## src/pkg/tpwm_regs.svh

```systemverilog
`ifndef TPWM_REGS_SVH
`define TPWM_REGS_SVH
// register byte offsets
`define TPWM_OFS_CTRL   6'h00
`define TPWM_OFS_PRD    6'h04
`define TPWM_OFS_CMPA   6'h08
`define TPWM_OFS_CMPB   6'h0c
`define TPWM_OFS_CMPC   6'h10
`define TPWM_OFS_CAP    6'h14
`define TPWM_OFS_DIV    6'h18
`define TPWM_OFS_CNT    6'h1c
`define TPWM_OFS_OUTC   6'h20
`define TPWM_OFS_DEAD   6'h24
`define TPWM_OFS_IEN    6'h28
`define TPWM_OFS_IFLG   6'h2c
`define TPWM_OFS_HIZ    6'h30
`define TPWM_OFS_ADTC   6'h34
`define TPWM_OFS_ADTD   6'h38
// control register fields
`define TPWM_RUN_BIT    15
`define TPWM_CLKSEL_BIT 14
`define TPWM_MODE_HI    13
`define TPWM_MODE_LO    12
`define TPWM_EDGE_BIT   11
`define TPWM_SINGLE_COMPARE_OUTPUT_MODE_BIT  10
`define TPWM_DTEN_BIT   9
`define TPWM_DTPOS_BIT  8
`define TPWM_CAPE_HI    7
`define TPWM_CAPE_LO    6
`define TPWM_RLD_HI     5
`define TPWM_RLD_LO     4
`define TPWM_PMD_HI     3
`define TPWM_PMD_LO     1
`define TPWM_CLR_BIT    0
// output control fields
`define TPWM_KEY        16'he06c
`define TPWM_B_SIDE_START_LEVEL_BIT   15
`define TPWM_A_SIDE_START_LEVEL_BIT   14
`define TPWM_OUTC_RSV1  32'h0000_0088
// high-impedance control fields
`define TPWM_HIZ_SW     4
`define TPWM_HIZ_STA    1
`define TPWM_HIZ_CLR    0
`define TPWM_HIZ_EN     7
`define TPWM_HIZ_RWMASK 32'h0000_0184
// reset values
`define TPWM_RST_CMP    16'hffff
`define TPWM_RST_DIV    12'hfff
// mode and option codes
`define TPWM_MODE_INT   2'h0
`define TPWM_MODE_CAP   2'h1
`define TPWM_MODE_B2B   2'h2
`define TPWM_CAP_FALL   2'h0
`define TPWM_CAP_RISE   2'h1
`define TPWM_CAP_BOTH   2'h2
`define TPWM_RLD_NOW    2'h0
`define TPWM_RLD_PM     2'h1
`define TPWM_RLD_BOT    2'h2
// flag positions
`define TPWM_FLG_HIZ    6
`define TPWM_FLG_CAP    5
`define TPWM_FLG_BOT    4
`define TPWM_FLG_PM     3
`define TPWM_FLG_A      2
`endif

```

## src/pkg/tpwm_pkg.sv

```systemverilog
package tpwm_pkg;
  // one register bus request
  typedef struct packed {
    logic [5:0]  addr;
    logic [31:0] wdata;
    logic [3:0]  be;
    logic        wr;
    logic        rd;
  } tpwm_bus_s;
  // pwm pin group, index 0..2 = channels a, b, c
  typedef struct packed {
    logic [2:0] a_side;
    logic [2:0] b_side;
    logic [5:0] oe;
  } tpwm_pins_s;
  // back-to-back count direction
  typedef enum logic {TPWM_UP, TPWM_DOWN} tpwm_dir_e;
endpackage

```

## src/rtl/tpwm_timer.sv

```systemverilog
// Design decision made here: the address-and-strobe port.
`timescale 1ns/1ps
`include "tpwm_regs.svh"
// Notes on behaviour
// - registers take 32, 16, 8-bit accesses
// - run bit clears counter and starts
// - bit 14 picks prescaler or external clock
// - mode field: interval, capture, back-to-back
// - external edge bit picks falling or rising
// - force mode drives all from compare A
// - dead time enable delays A/B outputs
// - position bit swaps front/back delay
// - capture edge: falling, rising, both
// - reload timing: now, period, bottom
// - period flag every N+1 matches
// - clear bit zeroes decimation counter
// - clear bit resets counter, prescaler, self-clears
// - period range 2..ffff, never zero; the period register stores any written value, zero too
// - compare registers hold full 16 bits
// - capture register read-only, latched count
// - prescaler twelve bits, resets all ones
// - live count read-only, resets zero
// - output control needs key in top half
// - polarity bits set start level
// - disabled outputs drive their idle level
// - dead time is value plus one ticks
module tpwm_timer #(
  parameter int CNT_W  = 16, // counter width
  parameter int DIV_W  = 12, // prescaler width
  parameter int DEAD_W = 10  // dead time width
) (
  input  wire logic               clk_sys,
  input  wire logic               rst,
  input  wire logic               ce,
  input  wire tpwm_pkg::tpwm_bus_s bus,
  output logic [31:0]             rdata,
  input  wire logic               ext_count_clock_pin,
  input  wire logic               capture_input_pin,
  output tpwm_pkg::tpwm_pins_s    pins
);

  // the register fields are laid out for these widths and no wider
  if (CNT_W < 2 || CNT_W > 16 || DIV_W < 1 || DIV_W > 12 || DEAD_W < 1 || DEAD_W > 10) begin
    $error("tpwm_timer: width parameter out of range");
  end

  // software-visible storage
  logic [15:0]       ctrl;        // control register, clear bit never stored
  logic [CNT_W-1:0]  prd;         // written period
  logic [CNT_W-1:0]  cmp [3];     // written compares a, b, c
  logic [CNT_W-1:0]  cap_val;     // captured count
  logic [DIV_W-1:0]  div;         // prescaler divide value
  logic [15:0]       outc;        // output control low half
  logic [DEAD_W-1:0] dead;        // dead time count
  logic [6:0]        ien;         // interrupt enable bits, stored only
  logic [6:0]        flg;         // sticky event flags
  logic [8:0]        hizc;        // high-impedance control
  logic [4:0]        adtc;        // converter trigger select, stored only
  logic [13:0]       adtd;        // converter trigger data, stored only

  // working state
  logic [CNT_W-1:0]  cnt;         // live count
  logic [CNT_W-1:0]  prd_w;       // working period buffer
  logic [CNT_W-1:0]  cmp_w [3];   // working compare buffers
  logic [DIV_W-1:0]  pre;         // prescaler count
  logic [2:0]        pmc;         // period-match decimation count
  tpwm_pkg::tpwm_dir_e dir;       // back-to-back direction
  logic              run_q;       // run bit one cycle ago
  logic [2:0]        ext_s;       // external clock sync, [2] is history
  logic [2:0]        cap_s;       // capture pin sync, [2] is history

  // decoded controls
  logic       run;
  logic [1:0] mode;
  logic       force_a;
  logic       wr_ctrl;
  logic       clr_req;
  logic       tick;
  logic       ext_edge;
  logic       cap_edge;
  logic       pm_ev;
  logic       bot_ev;
  logic [2:0] match_ev;
  logic [2:0] ev_set;

  assign run     = ctrl[`TPWM_RUN_BIT];
  assign mode    = ctrl[`TPWM_MODE_HI:`TPWM_MODE_LO];
  assign force_a = ctrl[`TPWM_SINGLE_COMPARE_OUTPUT_MODE_BIT];
  assign wr_ctrl = bus.wr && bus.addr == `TPWM_OFS_CTRL;
  // the self-clearing bit acts in the cycle of the write and is never held
  assign clr_req = wr_ctrl && bus.be[0] && bus.wdata[`TPWM_CLR_BIT];

  // byte-lane merge, so partial writes keep the other lanes
  function automatic logic [31:0] merge(input logic [31:0] old, input logic [31:0] nw,
                                        input logic [3:0] be);
    logic [31:0] res;
    res = old;
    for (int i = 0; i < 4; i++) begin
      if (be[i]) begin
        res[8*i +: 8] = nw[8*i +: 8];
      end
    end
    return res;
  endfunction

  // external pins pass two flops; the third stage only keeps history for edges
  always_ff @(posedge clk_sys or posedge rst) begin
    if (rst) begin
      ext_s <= 3'h0;
      cap_s <= 3'h0;
    end else if (ce) begin
      ext_s <= {ext_s[1:0], ext_count_clock_pin};
      cap_s <= {cap_s[1:0], capture_input_pin};
    end
  end

  // selected external edge
  assign ext_edge = ctrl[`TPWM_EDGE_BIT] ? (ext_s[1] && !ext_s[2])
                                          : (!ext_s[1] && ext_s[2]);

  // selected capture edge; reserved code captures nothing
  always_comb begin
    unique case (ctrl[`TPWM_CAPE_HI:`TPWM_CAPE_LO])
      `TPWM_CAP_FALL: cap_edge = !cap_s[1] && cap_s[2];
      `TPWM_CAP_RISE: cap_edge = cap_s[1] && !cap_s[2];
      `TPWM_CAP_BOTH: cap_edge = cap_s[1] ^ cap_s[2];
      default:        cap_edge = 1'b0;
    endcase
  end

  // counting tick from prescaler or external pin
  assign tick = run && run_q && !clr_req &&
                (ctrl[`TPWM_CLKSEL_BIT] ? ext_edge : pre == div);

  // prescaler: wraps after div+1 system clocks
  always_ff @(posedge clk_sys or posedge rst) begin
    if (rst) begin
      pre <= '0;
    end else if (ce) begin
      if (clr_req || !run || !run_q) begin
        pre <= '0;
      end else if (pre == div) begin
        pre <= '0;
      end else begin
        pre <= pre + 1'b1;
      end
    end
  end

  // counter events
  assign pm_ev  = tick && cnt >= prd_w && !(mode == `TPWM_MODE_B2B && dir == tpwm_pkg::TPWM_DOWN);
  assign bot_ev = tick && (mode == `TPWM_MODE_B2B ? (dir == tpwm_pkg::TPWM_DOWN && cnt == '0)
                                                  : cnt >= prd_w);

  // counter and direction
  always_ff @(posedge clk_sys or posedge rst) begin
    if (rst) begin
      cnt   <= '0;
      dir   <= tpwm_pkg::TPWM_UP;
      run_q <= 1'b0;
    end else if (ce) begin
      run_q <= run;
      if (clr_req || (run && !run_q)) begin
        cnt <= '0;
        dir <= tpwm_pkg::TPWM_UP;
      end else if (tick) begin
        if (mode != `TPWM_MODE_B2B) begin
          cnt <= (cnt >= prd_w) ? '0 : cnt + 1'b1;
        end else if (dir == tpwm_pkg::TPWM_UP) begin
          if (cnt >= prd_w) begin
            dir <= tpwm_pkg::TPWM_DOWN;
            cnt <= cnt - 1'b1;
          end else begin
            cnt <= cnt + 1'b1;
          end
        end else if (cnt == '0) begin
          dir <= tpwm_pkg::TPWM_UP;
          cnt <= cnt + 1'b1;
        end else begin
          cnt <= cnt - 1'b1;
        end
      end
    end
  end

  // working buffers take written values at the chosen moment
  always_ff @(posedge clk_sys or posedge rst) begin
    if (rst) begin
      prd_w <= `TPWM_RST_CMP;
      cmp_w <= '{default: `TPWM_RST_CMP};
    end else if (ce) begin
      // a stopped timer always follows, so a fresh start uses fresh data
      if (!run || ctrl[`TPWM_RLD_HI:`TPWM_RLD_LO] == `TPWM_RLD_NOW ||
          (ctrl[`TPWM_RLD_HI:`TPWM_RLD_LO] == `TPWM_RLD_PM && pm_ev) ||
          (ctrl[`TPWM_RLD_HI:`TPWM_RLD_LO] == `TPWM_RLD_BOT && bot_ev)) begin
        prd_w <= prd;
        cmp_w <= cmp;
      end
    end
  end

  // decimation counter for the period-match flag
  always_ff @(posedge clk_sys or posedge rst) begin
    if (rst) begin
      pmc <= 3'h0;
    end else if (ce) begin
      if (clr_req) begin
        pmc <= 3'h0;
      end else if (pm_ev) begin
        pmc <= (pmc >= ctrl[`TPWM_PMD_HI:`TPWM_PMD_LO]) ? 3'h0 : pmc + 3'h1;
      end
    end
  end

  // capture latch, only in capture mode
  always_ff @(posedge clk_sys or posedge rst) begin
    if (rst) begin
      cap_val <= '0;
    end else if (ce && run && mode == `TPWM_MODE_CAP && cap_edge) begin
      cap_val <= cnt;
    end
  end

  // per-channel compare, dead time and pin drive
  logic [DEAD_W-1:0] dt_cnt [3];
  logic [2:0]        phase;
  logic [2:0]        phase_d;
  logic [2:0]        a_act;
  logic [2:0]        b_act;
  for (genvar c = 0; c < 3; c++) begin : g_ch
    logic [CNT_W-1:0] ref_v;
    assign ref_v       = force_a ? cmp_w[0] : cmp_w[c];
    assign phase[c]    = run && cnt >= ref_v;
    assign match_ev[c] = tick && cnt == ref_v;
    // delayed copy follows the phase dead+1 ticks later
    always_ff @(posedge clk_sys or posedge rst) begin
      if (rst) begin
        phase_d[c] <= 1'b0;
        dt_cnt[c]  <= '0;
      end else if (ce) begin
        if (!ctrl[`TPWM_DTEN_BIT] || !run) begin
          phase_d[c] <= phase[c];
          dt_cnt[c]  <= '0;
        end else if (phase_d[c] == phase[c]) begin
          dt_cnt[c] <= '0;
        end else if (tick) begin
          if (dt_cnt[c] == dead) begin
            phase_d[c] <= phase[c];
            dt_cnt[c]  <= '0;
          end else begin
            dt_cnt[c] <= dt_cnt[c] + 1'b1;
          end
        end
      end
    end
    // front delay = late rise of active phase, back delay = late fall
    assign a_act[c] = ctrl[`TPWM_DTPOS_BIT] ? (phase[c] | phase_d[c])
                                            : (phase[c] & phase_d[c]);
    assign b_act[c] = ctrl[`TPWM_DTPOS_BIT] ? (phase[c] & phase_d[c])
                                            : (phase[c] | phase_d[c]);
    // enables a: bits 10..8, b: 13..11; idle levels a: 2..0, b: 6..4
    always_ff @(posedge clk_sys or posedge rst) begin
      if (rst) begin
        pins.a_side[c] <= 1'b0;
        pins.b_side[c] <= 1'b0;
        pins.oe[c]     <= 1'b0;
        pins.oe[c+3]   <= 1'b0;
      end else if (ce) begin
        pins.a_side[c] <= outc[10-c] ? (outc[`TPWM_A_SIDE_START_LEVEL_BIT] ^ a_act[c])
                                     : outc[2-c];
        pins.b_side[c] <= outc[13-c] ? (outc[`TPWM_B_SIDE_START_LEVEL_BIT] ^ b_act[c])
                                     : outc[6-c];
        pins.oe[c]     <= !hizc[`TPWM_HIZ_STA];
        pins.oe[c+3]   <= !hizc[`TPWM_HIZ_STA];
      end
    end
  end

  // events that may raise a flag, gated by mode
  assign ev_set[2] = mode != `TPWM_MODE_CAP && match_ev[0];
  assign ev_set[1] = mode != `TPWM_MODE_CAP && match_ev[1];
  assign ev_set[0] = mode != `TPWM_MODE_CAP && match_ev[2];

  // register writes
  logic [31:0] wv;
  assign wv = bus.wdata;
  always_ff @(posedge clk_sys or posedge rst) begin
    if (rst) begin
      ctrl <= 16'h0;
      prd  <= `TPWM_RST_CMP;
      cmp  <= '{default: `TPWM_RST_CMP};
      div  <= `TPWM_RST_DIV;
      outc <= 16'h0;
      dead <= '0;
      ien  <= 7'h0;
      adtc <= 5'h0;
      adtd <= 14'h0;
    end else if (ce && bus.wr) begin
      unique case (bus.addr)
        `TPWM_OFS_CTRL: ctrl <= 16'(merge({16'h0, ctrl}, wv, bus.be)) & 16'hfffe;
        `TPWM_OFS_PRD:  prd  <= CNT_W'(merge({16'h0, 16'(prd)}, wv, bus.be));
        `TPWM_OFS_CMPA: cmp[0] <= CNT_W'(merge({16'h0, 16'(cmp[0])}, wv, bus.be));
        `TPWM_OFS_CMPB: cmp[1] <= CNT_W'(merge({16'h0, 16'(cmp[1])}, wv, bus.be));
        `TPWM_OFS_CMPC: cmp[2] <= CNT_W'(merge({16'h0, 16'(cmp[2])}, wv, bus.be));
        `TPWM_OFS_DIV:  div  <= DIV_W'(merge({20'h0, 12'(div)}, wv, bus.be));
        `TPWM_OFS_OUTC: begin
          // whole write dropped unless the key lands in both upper lanes
          if (bus.be[3:2] == 2'h3 && wv[31:16] == `TPWM_KEY) begin
            outc <= 16'(merge({16'h0, outc}, wv, bus.be)) & 16'hff77;
          end
        end
        `TPWM_OFS_DEAD: dead <= DEAD_W'(merge({22'h0, 10'(dead)}, wv, bus.be));
        `TPWM_OFS_IEN:  ien  <= 7'(merge({25'h0, ien}, wv, bus.be));
        `TPWM_OFS_ADTC: adtc <= 5'(merge({27'h0, adtc}, wv, bus.be));
        `TPWM_OFS_ADTD: adtd <= 14'(merge({18'h0, adtd}, wv, bus.be));
        default: ;
      endcase
    end
  end

  // high-impedance state: software set and clear, status read-only
  logic hiz_wr;
  logic hiz_set;
  logic [31:0] hiz_m;
  assign hiz_wr  = ce && bus.wr && bus.addr == `TPWM_OFS_HIZ;
  assign hiz_m   = merge(32'h0, wv, bus.be);
  assign hiz_set = hiz_wr && hiz_m[`TPWM_HIZ_SW] && hizc[`TPWM_HIZ_EN];
  always_ff @(posedge clk_sys or posedge rst) begin
    if (rst) begin
      hizc <= 9'h0;
    end else if (ce) begin
      if (hiz_wr) begin
        hizc <= 9'(merge({23'h0, hizc}, wv, bus.be) & `TPWM_HIZ_RWMASK) |
                {7'h0, hizc[`TPWM_HIZ_STA], 1'b0};
      end
      // a set in the same write wins over a clear
      if (hiz_set) begin
        hizc[`TPWM_HIZ_STA] <= 1'b1;
      end else if (hiz_wr && hiz_m[`TPWM_HIZ_CLR]) begin
        hizc[`TPWM_HIZ_STA] <= 1'b0;
      end
    end
  end

  // sticky flags, write one to clear, a new event beats the clear
  logic [6:0] flg_new;
  logic [6:0] flg_clr;
  assign flg_new = {hiz_set,
                    ce && run && mode == `TPWM_MODE_CAP && cap_edge,
                    bot_ev && mode == `TPWM_MODE_B2B,
                    pm_ev && pmc >= ctrl[`TPWM_PMD_HI:`TPWM_PMD_LO],
                    ev_set};
  assign flg_clr = (bus.wr && bus.addr == `TPWM_OFS_IFLG) ?
                   7'(merge(32'h0, wv, bus.be)) : 7'h0;
  always_ff @(posedge clk_sys or posedge rst) begin
    if (rst) begin
      flg <= 7'h0;
    end else if (ce) begin
      flg <= (flg & ~flg_clr) | flg_new;
    end
  end

  // read data stands in the cycle after the strobe only
  logic [31:0] next_rdata;
  always_comb begin
    next_rdata = 32'h0;
    unique case (bus.addr)
      `TPWM_OFS_CTRL: next_rdata = {16'h0, ctrl};
      `TPWM_OFS_PRD:  next_rdata = {16'h0, 16'(prd)};
      `TPWM_OFS_CMPA: next_rdata = {16'h0, 16'(cmp[0])};
      `TPWM_OFS_CMPB: next_rdata = {16'h0, 16'(cmp[1])};
      `TPWM_OFS_CMPC: next_rdata = {16'h0, 16'(cmp[2])};
      `TPWM_OFS_CAP:  next_rdata = {16'h0, 16'(cap_val)};
      `TPWM_OFS_DIV:  next_rdata = {20'h0, 12'(div)};
      `TPWM_OFS_CNT:  next_rdata = {16'h0, 16'(cnt)};
      `TPWM_OFS_OUTC: next_rdata = {16'h0, outc} | `TPWM_OUTC_RSV1;
      `TPWM_OFS_DEAD: next_rdata = {22'h0, 10'(dead)};
      `TPWM_OFS_IEN:  next_rdata = {25'h0, ien};
      `TPWM_OFS_IFLG: next_rdata = {25'h0, flg};
      `TPWM_OFS_HIZ:  next_rdata = {23'h0, hizc};
      `TPWM_OFS_ADTC: next_rdata = {27'h0, adtc};
      `TPWM_OFS_ADTD: next_rdata = {18'h0, adtd};
      default:        next_rdata = 32'h0;
    endcase
  end

  always_ff @(posedge clk_sys or posedge rst) begin
    if (rst) begin
      rdata <= 32'h0;
    end else if (ce) begin
      rdata <= bus.rd ? next_rdata : 32'h0;
    end
  end

endmodule
```

## config.mk

```make
export PLATFORM = sky130hd
export DESIGN_NAME = tpwm_timer
export DESIGN_NICKNAME = d
export VERILOG_FILES = /design/src/pkg/tpwm_pkg.sv /design/src/rtl/tpwm_timer.sv
export VERILOG_INCLUDE_DIRS = /design/src /design/src/pkg
export SDC_FILE = /design/constraint.sdc
export NUM_CORES = 1
export LEC_CHECK = 0
export ABC_AREA = 1
export BUFFER_PORTS_ARGS = -buffer_cell sky130_fd_sc_hd__buf_2
export CAP_MARGIN = 15
export CORE_AREA = 3 3 166 330
export DETAILED_ROUTE_END_ITERATION = 12
export DIE_AREA = 0 0 169 333
export GPL_TIMING_DRIVEN = 0
export PLACE_DENSITY = 0.48
export SLEW_MARGIN = 20
export SYNTH_ARGS = -nofsm -noshare
export SYNTH_HDL_FRONTEND = slang
export SYNTH_SLANG_ARGS = --single-unit
```

## constraint.sdc

```tcl
create_clock -name clk_sys -period 24.9 [get_ports clk_sys]
set_clock_uncertainty 0.15 [all_clocks]
set_input_delay 4.98 -clock clk_sys [delete_from_list [all_inputs] [get_ports clk_sys]]
set_output_delay 4.98 -clock clk_sys [all_outputs]
set_load 0.02 [all_outputs]
```

Yosys cells after proc, flatten, opt, wreduce, memory -nomap -nowiden:

Index checks and enable logic that the tools add are counted.

* add/sub/neg operators: 7
* $lt $le $gt $ge: 5
* equal/unequal tests: 38
* mux-type cells: 73
* bitwise logic cells: 17
* reduce and logical (&&, ||, !) cells: 102

Operators with widths (count)
* 16-bit case mux with 15 select lines: 1
* 16-bit two-way mux: 9
* 10-bit two-way mux: 12
* 16-bit greater-or-equal comparator: 4
* 3-bit AND reduction: 19
* 16-bit equality test: 3
* 6-bit equality test, second input constant: 7
* 1-bit logical AND: 39
* 1-bit two-way mux: 38
* 32-bit two-way mux: 1
* 10-bit by 1-bit adder with 10-bit output, second input constant: 3
* 10-bit equality test: 3
* 6-bit by 5-bit equality test with 1-bit output, second input constant: 4
* 12-bit two-way mux: 2
* 8-bit two-way mux: 3
* 4-bit AND reduction: 5
* 16-bit by 1-bit adder with 16-bit output, second input constant: 1
* 16-bit equality test, second input constant: 1
* 16-bit logical NOT: 1
* 2-bit AND reduction: 8
* 16-bit by 1-bit subtractor with 16-bit output, second input constant: 1
* 7-bit two-way mux: 2
* 12-bit by 1-bit adder with 12-bit output, second input constant: 1
* 12-bit equality test: 1
* other kinds (25): 73

* register bits after elaboration: 348
* input bits: 49
* output and inout port bits: 44
* logic and storage cells: 291

Depth between registers and ports, before layout:

* word-level depth: 13
* mapped depth: 22
* mapped depth without buffers: 20

Worst setup path before layout:

OpenSTA, ideal clock, no wires.

* path type: input to register
* start: input port bus[43] (netlist bit)
* end: register dt_cnt[25] (netlist bit)
* library setup time: 119 ps
* arrival: 6216 ps
* data required time: 24631 ps
* slack: 18415 ps
* stages on the path: 15
* path buffers: 1
* cells stage by stage: nor2_1 -> inv_2 -> nor2_4 -> nand2_2 -> nand2_1 -> inv_2 -> nand2_2 -> inv_2 -> nand2_1 -> nand2_1 -> nand2_4 -> o21ai_2 -> buf_2 -> a21oi_1 -> nor2_1

* cells in the longest elaborated chain, start to end: 9

Ends and longest elaborated chain
* start: declaration: line tpwm_timer.sv:35 `input wire tpwm_pkg::tpwm_bus_s bus,`
* 6-bit logical NOT
* 1-bit logical AND (no source line)
* 1-bit logical AND (2 in series): line tpwm_timer.sv:91 `` assign clr_req = wr_ctrl && bus.be[0] && bus.wdata[`TPWM_CLR_BIT]; ``
* 1-bit logical NOT: line tpwm_timer.sv:132 `assign tick = run && run_q && !clr_req &&`
* 1-bit logical AND (2 in series): line tpwm_timer.sv:132
* 3-bit nonzero test (no source line)
* 2-bit AND reduction (no source line)
* end signal: indexed assignment: line tpwm_timer.sv:251 `dt_cnt[c] <= dt_cnt[c] + 1'b1;`
* end: declaration: line tpwm_timer.sv:225 `logic [DEAD_W-1:0] dt_cnt [3];`

No other way between the ends.
A chain may end at the register's enable or synchronous reset.

Worst setup path after layout:

* start: input port bus[40] (netlist bit)
* end: register rdata[5]

* cells in the longest elaborated chain, start to end: 3
* elaborated cells between the ends (all ways): 17
* classes of those cells: eq/ne: 14; mux: 2; reduce/logical: 1

Ends and longest elaborated chain
* 6-bit equality test, or another cell as far along: line tpwm_timer.sv:367 `unique case (bus.addr)`
* 16-bit case mux with 15 select lines (*): line tpwm_timer.sv:367
* 32-bit two-way mux (*): line tpwm_timer.sv:391 `rdata <= bus.rd ? next_rdata : 32'h0;`
* end signal: assignment: line tpwm_timer.sv:391
* end: declaration: line tpwm_timer.sv:36 `output logic [31:0] rdata,`

Mark *: on every way between the ends. The rest lies on a longest branch, timed or not.

==> metrics.md <==
| Metric | Value |
|---|---|
| Outcome | finished, final reports clean |
| Worst vdd ir | roughly 0.000061 V |
| Crit path DAT | approximately 7700 ps |
| Die Ht | 333 µm |
| Adder-cell share of the synthesized area | about 5.6% |
| Area leader, netlist | dfrtp_1 |
| Worst path depth | 12 |
| Synth cell count leaders | nand2_1 (675), o21ai_0 (249), inv_1 (207) |
| Layout cells sized above 1 | roughly 15% |
| Total gr overflow | 0 |
| Clock latency on the worst-skew pair | 550 ps |
| Critical path's slowest cell | a221oi_1 |
| Critical path type | input pin to register |
| Worst path top cell family by delay | buffers and inverters |
| Sequential fraction of the synthesis area | between 40% and 50% |
| Synthesized area per cell | around 7.9 µm² |
| Largest cells by area after synthesis | dfrtp_1 (26%), dfstp_2 (20%), nand2_1 (14%), o21ai_0 (6.8%), ha_1 (5.6%) |
| Final instance area | around 21,000 µm² |
| Routed vias | 16,520 |
| Final Hold Fails | 0 |
| CTS tree | yes |
| Synth Cell Area | approximately 18,000 µm² |
| Postcts setup bufs | 0 |
| IO Count | 93 |
| Area occupied by registers | 8358 µm² |
| XOR/XNOR Fraction of Synth Area | under 10% |
| Placed Area | between 15,000 and 20,000 µm² |
| Initial Util | a little over a third |
| Post-synth ARST share | 100.0% |
| Hold Crit Class | register to register |
| Power Density | about 69 nW/µm² |
| Total track usage | 25.97% |
| Final ANT Viol Nets | 0 |
| Achievable Freq | approximately 130 MHz |
| Post-synth top flop | dfrtp_1 |
| Crit path largest cell delay | 620 ps |
| Worst-Margin Slew | approximately 1200 ps |
| Vias in the first global route | ~17,000 |
| Worst path required time | 25,180 ps |
| Largest family of logic cells by synthesized area | simple AND/OR/NAND/NOR gates |
| Compound-Gate Fraction of Synth Area | 14.03% |
| Clock root buffer | clkbuf_16 |
| CP bufs+invs | 5 |
| Layout area overhead | 14.45% |
| Num CTS Buffers | 34 |
| WL/cell | 23.59 µm |
| Iteration-0 DRC Markers | ~1,000 |
| Count leader, synth | nand2_1 |
| Post-route DRC | 0 |
| Final period util | 29.77% |
| Port bufs | 76 |
| Synth Area in Simple Gates | a little under a quarter |
| CP startpoint kind | input pin |
| Final Util | 39.87% |
| Max_slew headroom | between 20% and 30% |
| CTS max path bufs | 3 |
| Post-layout min period | approximately 7400 ps |
| CTS H-Tree Depth | 2 |
| Multi-input gate area | between 8000 and 9000 µm² |
| Worst path cell trace | buf_2 > inv_1 > nor2_1 > nand2_1 > inv_1 > nand2_1 > clkinv_1 > clkbuf_1 > a221oi_1 > nand4_1 > nand2_1 > nand2_1 |
| Netlist cell types | 52 |
| Rows | between 100 and 150 |
| MaxCap Viol Count | 0 |
| Final setup fails | 0 |
| Final #Nets | between 2,000 and 3,000 |
| Yosys warns | 0 |
| WHS | 311.3 ps |
| First-pass GRT wire length | roughly 110,000 µm |
| Unrepaired setup endpoints after global routing | no |
| Share of the synthesized area in the top cell type | 25.56% |
| Critical Path Most Common Cell | nand2_1 |
| Clock net sink count | between 300 and 400 |
| DIE AREA | 56,280 µm² |
| CTS Hold Buffers Added | 0 |
| Antenna violations before repair | 0 |
| # diodes | 0 |
| Slew Limit Fails | 0 |
| Hold path depth | 2 |
| Critical path capture point type | register |
| Cells after synthesis | roughly 2,300 |
| R2R cell count | 22 |
| Core Region | between 50,000 and 60,000 µm² |
| Die X-Extent | about 170 µm |
| Mux cell area share after synthesis | 0% |
| Pin count of the biggest net entering global routing | 102 |
| Reg clk slew, reported paths | roughly 70 ps |
| Worst-path fanout max | 10 |
| Yosys reg bits | 327 |
| Setup TNS | 0 ps |
| Final GP Congestion | roughly 1 |
| Via/cell ratio | around 5.3 |
| # fillers | 5,429 |
| Drt first pass iters | 8 |
| Hpwl dp | between 50,000 and 60,000 µm |
| Routed WL | around 74,000 µm |
| Leak | 9.560 nW |
| Post_cts resized | 0 |
| Post-synth EDFFs | 0 |
## cell usage in the layout, fill, tap and decap left out, types with 7 or more instances in the layout
| cell type | instances |
|---|---|
| nand2_1 | 675 |
| o21ai_0 | 249 |
| inv_1 | 206 |
| dfrtp_1 | 187 |
| nand3_1 | 154 |
| dfstp_2 | 140 |
| nor2_1 | 123 |
| buf_2 | 97 |
| a21oi_1 | 91 |
| ha_1 | 82 |
| clkbuf_1 | 58 |
| xor2_1 | 49 |
| clkbuf_16 | 39 |
| nand4_1 | 36 |
| a221oi_1 | 23 |
| nor3_1 | 22 |
| o22ai_1 | 21 |
| buf_4 | 21 |
| conb_1 | 16 |
| xnor2_1 | 13 |
| a22oi_1 | 13 |
| o21ai_1 | 13 |
| buf_6 | 11 |
| o211ai_1 | 9 |
| a22o_1 | 9 |
| inv_2 | 8 |
| nor2_2 | 7 |
| nor4_1 | 7 |
| a211oi_1 | 7 |
## worst paths after layout
check,startpoint,end,slack (ps)
setup / recovery,bus[40],rdata[5],17490
hold / removal,prd_w[11],prd_w[11],310
setup reg to reg,ctrl[10],dt_cnt[17],19360
hold reg to reg,prd_w[11],prd_w[11],310
max in group asynchronous,rst,cmp_w[8],18920
min in group asynchronous,rst,dt_cnt[14],4280
## where the power goes
group	internal, mW	switching, mW
sequential	0.564	0.0435
combinational	0.0785	0.170
clock	0.359	0.234
total	1.00	0.448
## logic make-up after synthesis
| kind of cell | Yosys count |
|---|---|
| and+or+nand+nor | 1050 |
| AOI/OAI and AO/OA | 456 |
| buffers and inverters | 330 |
| DFF | 327 |
| adders and majority gates | 82 |
| xor gates and xnor gates | 62 |
| other | 1 |
## tightest hold or removal path, cell delays in order (launching register included)
cell and delay, ps:
dfstp_2 370, nand2_1 50, nand2_1 40
## metrics by stage
| stage | cells | total power, mW | setup WS, ps |
|---|---|---|---|
| 4_1_cts | 3129 | 1.464 | 17540 |
| 2_1_floorplan | 2323 | 0.7587 | 10950 |
| 5_1_grt | 3129 | 1.516 | 17510 |
| 3_5_place_dp | 3068 | 0.8654 | 16980 |
| 6_report | 3129 | 1.450 | 17490 |
| 3_3_place_gp | 3064 | 0.8595 | 6656 |
## registers in the layout, indices dropped and copies added, names as in the netlist, 10 cells and up
signal	flops
g_ch.ref_v	16
ctrl	15
outc	14
prd_w	16
dt_cnt	30
cmp_w	32
rdata	16
pre	12
cmp	48
dead	10
prd	16
div	12
cnt	16
cap_val	16
adtd	14
## per-layer routing
metal  vias up  share of wire [%]  track usage, %
met1      7936                 33           25.16
met3       196                3.5           2.485
met4         0                9.0           19.13
met2       502                 54           49.76
li1       7887                  -               -
met5         -                  0               0
## area by class of cell
class	instances	area share (%)
Timing Repair Buffer	80	2.233
Inverter	221	3.994
Sequential cell	327	39.88
Clock inverter	11	1.045
Multi-Input combinational cell	1666	40.99
Clock buffer	50	5.045
Buffer	109	2.848
Tap cell	665	3.970
Power figures use the tool's default switching activity.
